## src/capture_pkg.sv

```systemverilog
// Purpose: shared constants and carriers for the input capture array
// Assumes: 32-bit register bus, one 16-byte window per channel
// Notes: source codes index the shared trigger/sync event vector
package capture_pkg;

  localparam int MAX_CH = 16;
  localparam int NUM_TMR = 5;
  localparam int NUM_EXT_EVT = 18;

  // per-channel register offsets, channel window = channel * CH_STRIDE
  localparam logic [7:0] CH_STRIDE = 8'h10;
  localparam logic [3:0] OFF_CON1 = 4'h0;
  localparam logic [3:0] OFF_CON2 = 4'h4;
  localparam logic [3:0] OFF_BUF = 4'h8;
  localparam logic [3:0] OFF_STAT = 4'hC;

  // capture_timebase_select codes
  localparam logic [2:0] TB_TMR1 = 3'h0;
  localparam logic [2:0] TB_TMR5 = 3'h4;
  localparam logic [2:0] TB_SYSCLK = 3'h7;

  // sync_trigger_source_select codes
  localparam logic [4:0] SRC_NONE = 5'h00;
  localparam logic [4:0] SRC_TMR1 = 5'h01;
  localparam logic [4:0] SRC_ADC1 = 5'h06;
  localparam logic [4:0] SRC_CMP1 = 5'h07;
  localparam logic [4:0] SRC_IC1 = 5'h0A;
  localparam logic [4:0] SRC_OC1 = 5'h13;
  localparam int NUM_SRC_IC = 9;

  localparam logic [15:0] CNT_ZERO = 16'h0000;
  localparam logic [15:0] CNT_MAX = 16'hFFFF;

  typedef enum logic [1:0] {EDGE_OFF, EDGE_RISE, EDGE_FALL, EDGE_BOTH} edge_mode_t;

  // first control register: bits 12:10 time base, 2:1 edge, 0 enable
  typedef struct packed {
    logic [18:0] rsv_hi;
    logic [2:0] capture_timebase_select;
    logic [6:0] rsv_lo;
    edge_mode_t edge_mode;
    logic enable;
  } con1_t;

  // second control register: bit 8 cascade, 7 trigger mode, 6 armed, 4:0 source
  typedef struct packed {
    logic [22:0] rsv_hi;
    logic cascade_pair_enable;
    logic trigger_not_sync_select;
    logic trigger_armed_status;
    logic rsv_lo;
    logic [4:0] sync_trigger_source_select;
  } con2_t;

  localparam con1_t CON1_RST = '0;
  localparam con2_t CON2_RST = '0;
  localparam int STAT_FLAG_BIT = 0;

endpackage : capture_pkg

```

## src/pin_sync3.sv

```systemverilog
// Purpose: bring one capture pin into the clock domain and find its edges
// Assumes: pin is asynchronous to clk
// Notes: a level change counts only once the second and third stages agree
`timescale 1ns/100ps
module pin_sync3 (
  input wire logic clk,
  input wire logic sys_rst,
  input wire logic pin,
  output logic rise,
  output logic fall
);
  import capture_pkg::*;

  logic s1_r;
  logic s2_r;
  logic s3_r;
  logic lvl_r;
  logic lvl_nxt;

  // s1 feeds s2 only; agreement of s2 and s3 filters metastable settling
  assign lvl_nxt = (s2_r == s3_r) ? s3_r : lvl_r;
  assign rise = lvl_nxt & ~lvl_r;
  assign fall = ~lvl_nxt & lvl_r;

  always_ff @(posedge clk) begin
    if (sys_rst) begin
      s1_r <= 1'b0;
      s2_r <= 1'b0;
      s3_r <= 1'b0;
      lvl_r <= 1'b0;
    end else begin
      s1_r <= pin;
      s2_r <= s1_r;
      s3_r <= s2_r;
      lvl_r <= lvl_nxt;
    end
  end

endmodule : pin_sync3

```

## src/capture_array.sv

```systemverilog
// Purpose: array of input capture channels with selectable time base, cascade,
//   triggered and synchronized modes, and DMA requests on the first four
// Assumes: APB slave, zero wait states; timers give a tick pulse per count
// Notes: channel window at channel*0x10; out-of-range channel gives pslverr
`timescale 1ns/100ps
module capture_array #(
  parameter int NCH = 16,
  parameter int NDMA = 4
) (
  input wire logic clk,
  input wire logic sys_rst,
  input wire logic psel,
  input wire logic penable,
  input wire logic pwrite,
  input wire logic [7:0] paddr,
  input wire logic [31:0] pwdata,
  output logic [31:0] prdata,
  output logic pready,
  output logic pslverr,
  input wire logic [NCH-1:0] cap_pin,
  input wire logic [capture_pkg::NUM_TMR-1:0] tmr_tick,
  input wire logic [capture_pkg::NUM_EXT_EVT-1:0] ext_evt,
  output logic [NCH-1:0] cap_evt,
  output logic [NDMA-1:0] dma_req
);
  import capture_pkg::*;

  con1_t con1_r [MAX_CH];
  con2_t con2_r [MAX_CH];
  logic [15:0] buf_r [MAX_CH];
  logic [15:0] cnt_r [MAX_CH];
  logic [MAX_CH-1:0] flag_r;
  logic [MAX_CH-1:0] evt_r;
  logic [MAX_CH-1:0] hit_w;
  logic [MAX_CH-1:0] tick_w;
  logic [MAX_CH-1:0] wrap_w;
  logic [31:0] src_vec;
  logic [31:0] rdata_nxt;
  logic [31:0] prdata_r;

  // bus decode
  wire [3:0] ch_sel = paddr[7:4];
  wire [3:0] reg_off = {paddr[3:2], 2'b00};
  wire addr_ok = (32'(ch_sel) < NCH);
  wire acc = psel & penable;
  wire wr_ok = acc & pwrite & addr_ok;

  // event vector shared by trigger and sync selects; own capture events feed
  // back registered so that no combinational loop forms between channels
  assign src_vec[SRC_NONE] = 1'b0;
  assign src_vec[SRC_ADC1-1:SRC_TMR1] = ext_evt[4:0];
  assign src_vec[SRC_ADC1] = ext_evt[5];
  assign src_vec[SRC_IC1-1:SRC_CMP1] = ext_evt[8:6];
  assign src_vec[SRC_OC1-1:SRC_IC1] = evt_r[NUM_SRC_IC-1:0];
  assign src_vec[SRC_OC1+8:SRC_OC1] = ext_evt[17:9];
  assign src_vec[31:SRC_OC1+9] = '0;

  genvar i;
  generate
    for (i = 0; i < MAX_CH; i++) begin : g_ch
      if (i < NCH) begin : g_on
        logic rise_w;
        logic fall_w;
        logic [15:0] cnt_nxt;
        pin_sync3 u_sync (
          .clk(clk),
          .sys_rst(sys_rst),
          .pin(cap_pin[i]),
          .rise(rise_w),
          .fall(fall_w)
        );
        wire [2:0] tb = con1_r[i].capture_timebase_select;
        wire tb_tick = (tb == TB_SYSCLK) ? 1'b1 :
          (tb <= TB_TMR5) ? tmr_tick[tb - TB_TMR1] : 1'b0;
        // odd half of a cascaded pair counts on the even half's carry
        wire is_casc_odd = (i % 2 == 1) && con2_r[i].cascade_pair_enable;
        wire is_casc_even = (i % 2 == 0) && (i + 1 < NCH) &&
          con2_r[(i + 1) % MAX_CH].cascade_pair_enable;
        if (i % 2 == 1) begin : g_odd
          assign tick_w[i] = is_casc_odd ? wrap_w[i-1] : tb_tick;
        end else begin : g_even
          assign tick_w[i] = tb_tick;
        end
        assign wrap_w[i] = tick_w[i] & (cnt_r[i] == CNT_MAX);
        edge_mode_t em;
        assign em = con1_r[i].edge_mode;
        wire own_hit = con1_r[i].enable &
          (((em == EDGE_RISE || em == EDGE_BOTH) && rise_w) ||
           ((em == EDGE_FALL || em == EDGE_BOTH) && fall_w));
        // in a pair the odd channel's edge captures both halves together
        assign hit_w[i] = is_casc_even ? hit_w[(i + 1) % MAX_CH] : own_hit;
        wire src_pulse = src_vec[con2_r[i].sync_trigger_source_select];
        wire trig = con2_r[i].trigger_not_sync_select;
        wire armed = con2_r[i].trigger_armed_status;
        wire hold = ~con1_r[i].enable | (trig & ~armed);
        always_comb begin
          cnt_nxt = cnt_r[i];
          if (hold) begin
            cnt_nxt = CNT_ZERO;
          end else if (~trig && src_pulse) begin
            cnt_nxt = CNT_ZERO;
          end else if (tick_w[i]) begin
            cnt_nxt = cnt_r[i] + 16'h0001;
          end
        end
        wire wr_here = wr_ok && (ch_sel == 4'(i));
        wire stat_clr = wr_here && (reg_off == OFF_STAT) && pwdata[STAT_FLAG_BIT];
        always_ff @(posedge clk) begin
          if (sys_rst) begin
            con1_r[i] <= CON1_RST;
            con2_r[i] <= CON2_RST;
            cnt_r[i] <= CNT_ZERO;
            buf_r[i] <= CNT_ZERO;
            flag_r[i] <= 1'b0;
            evt_r[i] <= 1'b0;
          end else begin
            if (wr_here && reg_off == OFF_CON1) begin
              con1_r[i] <= con1_t'(pwdata & 32'h0000_1C07);
            end
            // a trigger arriving in the same cycle as a write still arms if the write sets trigger mode (bit 7)
            if (wr_here && reg_off == OFF_CON2) begin
              con2_r[i] <= con2_t'(pwdata & 32'h0000_01DF);
              if (pwdata[7] && src_pulse) begin
                con2_r[i].trigger_armed_status <= 1'b1;
              end
            end else if (trig && src_pulse) begin
              con2_r[i].trigger_armed_status <= 1'b1;
            end
            cnt_r[i] <= cnt_nxt;
            if (hit_w[i]) begin
              buf_r[i] <= cnt_r[i];
            end
            // set wins over the software clear
            flag_r[i] <= hit_w[i] | (flag_r[i] & ~stat_clr);
            evt_r[i] <= hit_w[i];
          end
        end
      end else begin : g_off
        assign hit_w[i] = 1'b0;
        assign tick_w[i] = 1'b0;
        assign wrap_w[i] = 1'b0;
        always_ff @(posedge clk) begin
          con1_r[i] <= CON1_RST;
          con2_r[i] <= CON2_RST;
          cnt_r[i] <= CNT_ZERO;
          buf_r[i] <= CNT_ZERO;
          flag_r[i] <= 1'b0;
          evt_r[i] <= 1'b0;
        end
      end
    end
  endgenerate

  assign cap_evt = evt_r[NCH-1:0];
  assign dma_req = evt_r[NDMA-1:0];

  // read mux, latched in the setup cycle so data leaves a flip-flop
  always_comb begin
    rdata_nxt = 32'h0000_0000;
    if (addr_ok) begin
      case (reg_off)
        OFF_CON1: rdata_nxt = 32'(con1_r[ch_sel]);
        OFF_CON2: rdata_nxt = 32'(con2_r[ch_sel]);
        OFF_BUF: rdata_nxt = {16'h0000, buf_r[ch_sel]};
        OFF_STAT: rdata_nxt = {cnt_r[ch_sel], 15'h0000, flag_r[ch_sel]};
        default: rdata_nxt = 32'h0000_0000;
      endcase
    end
  end

  always_ff @(posedge clk) begin
    if (sys_rst) begin
      prdata_r <= 32'h0000_0000;
    end else if (psel && !penable) begin
      prdata_r <= rdata_nxt;
    end
  end

  assign prdata = prdata_r;
  assign pready = 1'b1;
  assign pslverr = acc & ~addr_ok;
endmodule : capture_array

```

## config.mk

```make
export PLATFORM = sky130hd
export DESIGN_NAME = capture_array
export DESIGN_NICKNAME = d
export VERILOG_FILES = /design/src/capture_pkg.sv /design/src/pin_sync3.sv /design/src/capture_array.sv
export SDC_FILE = /design/constraint.sdc
export NUM_CORES = 2
export LEC_CHECK = 0
export BUFFER_PORTS_ARGS = -buffer_cell sky130_fd_sc_hd__clkbuf_2
export CAP_MARGIN = 20
export CELL_PAD_IN_SITES_DETAIL_PLACEMENT = 1
export CELL_PAD_IN_SITES_GLOBAL_PLACEMENT = 2
export CORE_ASPECT_RATIO = 1.5
export CORE_MARGIN = 5
export CORE_UTILIZATION = 35
export DETAILED_ROUTE_END_ITERATION = 16
export MAX_ROUTING_LAYER = met4
export PLACE_DENSITY_LB_ADDON = 0.1
export SYNTH_ARGS = -nofsm -noshare
export SYNTH_HDL_FRONTEND = slang
export SYNTH_SLANG_ARGS = --single-unit
```

## constraint.sdc

```tcl
create_clock -name clk -period 7.2 [get_ports clk]
set_clock_uncertainty 0.05 [all_clocks]
set_input_delay 1.08 -clock clk [delete_from_list [all_inputs] [get_ports clk]]
set_output_delay 1.08 -clock clk [all_outputs]
set_load 0.02 [all_outputs]
```

==> results.yml <==
run_status:
  status: "finished clean"
yosys:
  synth_fa_ha_area_frac: 0.00438
  synth_area_um2: 45800
  syn_area_per_cell_um2: 11.1
  async_flop_share: 0
  synth_ff_type: "edfxtp_1"
  yosys.area.top_type: "edfxtp_1"
  synth-seq-area-share: 0.483
  synth_simple_gate_area_frac: 0.200
  synth_compound_area_frac: 0.0859
  synth_xor_area_frac: 0.0289
  ys_warn_count: 0
  synth_edf_count: 480
  synth_seq_cells: 864
  synth.area.top_cells: "edfxtp_1 32%, dfxtp_1 17%, mux4_2 12%, and2_1 6.3%, mux2i_1 3.0%"
  synth_top_family_by_area: "simple AND/OR/NAND/NOR gates"
  synth_mux_area_frac: 0.165
  syn_nets: 4225
  yosysTopAreaCellShare: 0.315
  synthCells: 4125
  synthDistinctLibCells: 80
clocking:
  cts_buffer_depth: 3
  clock-sinks: 864
  tritoncts: "built"
  cts-resized-gates: 0
  holdBufCountCts: 0
  clk_latency_ps: 710
  cts_buffers: 91
  cts_setup_buffers: 0
  cts_htree_levels: 3
  clockRootBuffer: "clkbuf_16"
  clk_pin_slew_worst_paths_ps: 60
layout:
  drive_above_1_share: 0.159
  areaGrowthSynthToFinish_pct: 12.0
  nNetsFinal: 4226
setup_path:
  r2r_end: "cnt_r[10][11]"
  crit_cells: 7
  crit_path_end_kind: "register"
  worstSetupPathType: "in2reg"
  critical_path.cell_chain: "clkbuf_2, mux2_2, a221oi_1, nor4_1, o41ai_1, nand3_1, nor3_1"
  path_delay_family: "simple AND/OR/NAND/NOR gates"
  cp_max_fo: 16
  cp_data_required_time_ps: 7750
  cp_data_arrival_time_ps: 4540
  worst_path_largest_cell_delay_ps: 930
  ff2ff_path_depth: 6
  r2r_slack_ps: 3280
  critPathBufInv: 1
  critical_path.slowest_cell: "nand3_1"
  worstSetupStartpointType: "primary input"
  cp-endpoint: "cnt_r[10][11]"
  rr_startpoint: "con2_r[10][0]"
  startpoint: "ext_evt[8]"
sta:
  min_period_ps: 3990
  period_share: 0.554
  slew_violations: 0
  slew-limit-headroom: 0.217
  grt_setup_unrepaired: "no"
  timing.final.hold_violations: 0
  worstMarginPinSlew_ps: 1170
  fin_tns_setup_ps: 0
  setup_viol: 0
  max_freq_mhz: 251
floorplan:
  ioPinCount: 138
  die_x_um: 305
  fp.coreArea_um2: 130000
  die_h_um: 453
  die_area_um2: 138000
  rows: 162
  start_util: 0.352
power_and_ir_drop:
  p_leak_uw: 0.0175
  p_total_uw: 11500
  power.density_nw_per_um2: 225
  ir_worst_vdd_v: 0.000162
global_route:
  antenna_found_initial: 9
  overflow: 0
  grt_first_pass_wirelength_um: 261000
  grt_pass1_vias: 35800
  grt_max_degree: 80
  track_usage: 0.264
routing:
  vias_per_cell: 5.84
  vias: 34700
  route.detailed.drc: 0
  routedWlPerCell_um: 30.7
  wl_um: 182000
  ant_nets: 0
  firstDrtPassIters: 5
  first_iter_violations: 2279
flow_run:
  maxCapViolCount: 0
placed_design:
  routabilityCongestion: 0.847
  dp_hpwl_um: 133000
  port_buffers: 112
min_path:
  hp-class: "reg2reg"
## final cells by class
cell class	count	area, um^2
sequential	864	22100
inverter	101	380
clock buffer	133	2740
multi-input combinational	2883	22300
timing repair buffer	185	1170
fill	14000	78700
tap	1722	2150
antenna	10	25.0
clock inverter	39	382
## worst reg2reg max path: cells and delay by family, from the launching register on
family	cells	cell delay (ps)
simple gates	4	1800
compound gates	1	900
flops	1	670
mux	1	390
## layout by cell type, fill, tap and decap left out, types with 33 or more instances in the layout
cell type and n:
o31ai_1 45, nand2_1 228, and2_1 458, mux4_2 241
inv_1 98, or3_1 72, dfxtp_1 384, nand3_1 104
nand4_1 85, o21ai_0 117, a21oi_1 155, nor3_1 75
xor2_1 59, mux2i_1 138, and3_1 54, edfxtp_1 480
nor2b_1 102, clkbuf_16 98, xnor2_1 92, buf_4 63
a211oi_1 33, mux2_2 66, nor2_1 307, clkbuf_2 113
## power breakdown
group	switching, uW	internal, uW
combinational	634	359
sequential	171	5340
clock	2150	2870
## synth_stat cells, drive strengths merged, types with 75 or more instances
library cell  count
mux4            241
xnor2            92
nor3             75
clkbuf          212
nor2b           103
a21oi           155
nand2           228
nand4            85
mux2i           138
dfxtp           384
o21ai           120
and2            459
inv             101
edfxtp          480
nand3           104
nor2            317
## worst min-delay path by stage
stage,endpoint,from,depth (start not counted)
final,g_ch[0].g_on.u_sync.s2_r,g_ch[0].g_on.u_sync.s1_r,1
after global routing,g_ch[3].g_on.u_sync.s2_r,g_ch[3].g_on.u_sync.s1_r,1
after CTS,g_ch[9].g_on.u_sync.s2_r,g_ch[9].g_on.u_sync.s1_r,1
after detailed placement,g_ch[1].g_on.u_sync.s2_r,g_ch[1].g_on.u_sync.s1_r,1
after global placement,g_ch[2].g_on.u_sync.s2_r,g_ch[2].g_on.u_sync.s1_r,1
after floorplan,g_ch[0].g_on.u_sync.s2_r,g_ch[0].g_on.u_sync.s1_r,1
## registers in the layout, indices dropped and copies added, names as in the netlist, 32 cells and up
register / flops
buf_r: 256
con2_r: 128
cnt_r: 256
con1_r: 96
prdata: 32
## per-stage QoR
step           std cells  setup WS [ps]  hold slack [ps]  cell area (um^2)  utilization
6_report            5937           3210              399             51200        0.394
5_1_grt             5933           3180              422             51200        0.394
4_1_cts             5920           3210              403             51200        0.394
3_5_place_dp        5748           2460              386             48000        0.370
3_3_place_gp        5747           2440              380             48000        0.369
2_1_floorplan       4125           3540              364             45800            -
## layer usage
layer  GRT usage  vias to the layer above  part of all wire
li1            -                    15400                 -
met1       0.305                    18200              0.40
met2       0.478                      787              0.52
met3      0.0248                      281             0.035
met4       0.100                        0             0.044
met5           -                        -                 0
## logic make-up after synthesis
group,count (synthesis)
other,2
muxes,445
DFF,864
adders and majority gates,16
AOI/OAI and AO/OA,594
and+or+nand+nor,1675
buffers and inverters,378
xor gates and xnor gates,151
Note: power is estimated with default switching activity, not from simulation.
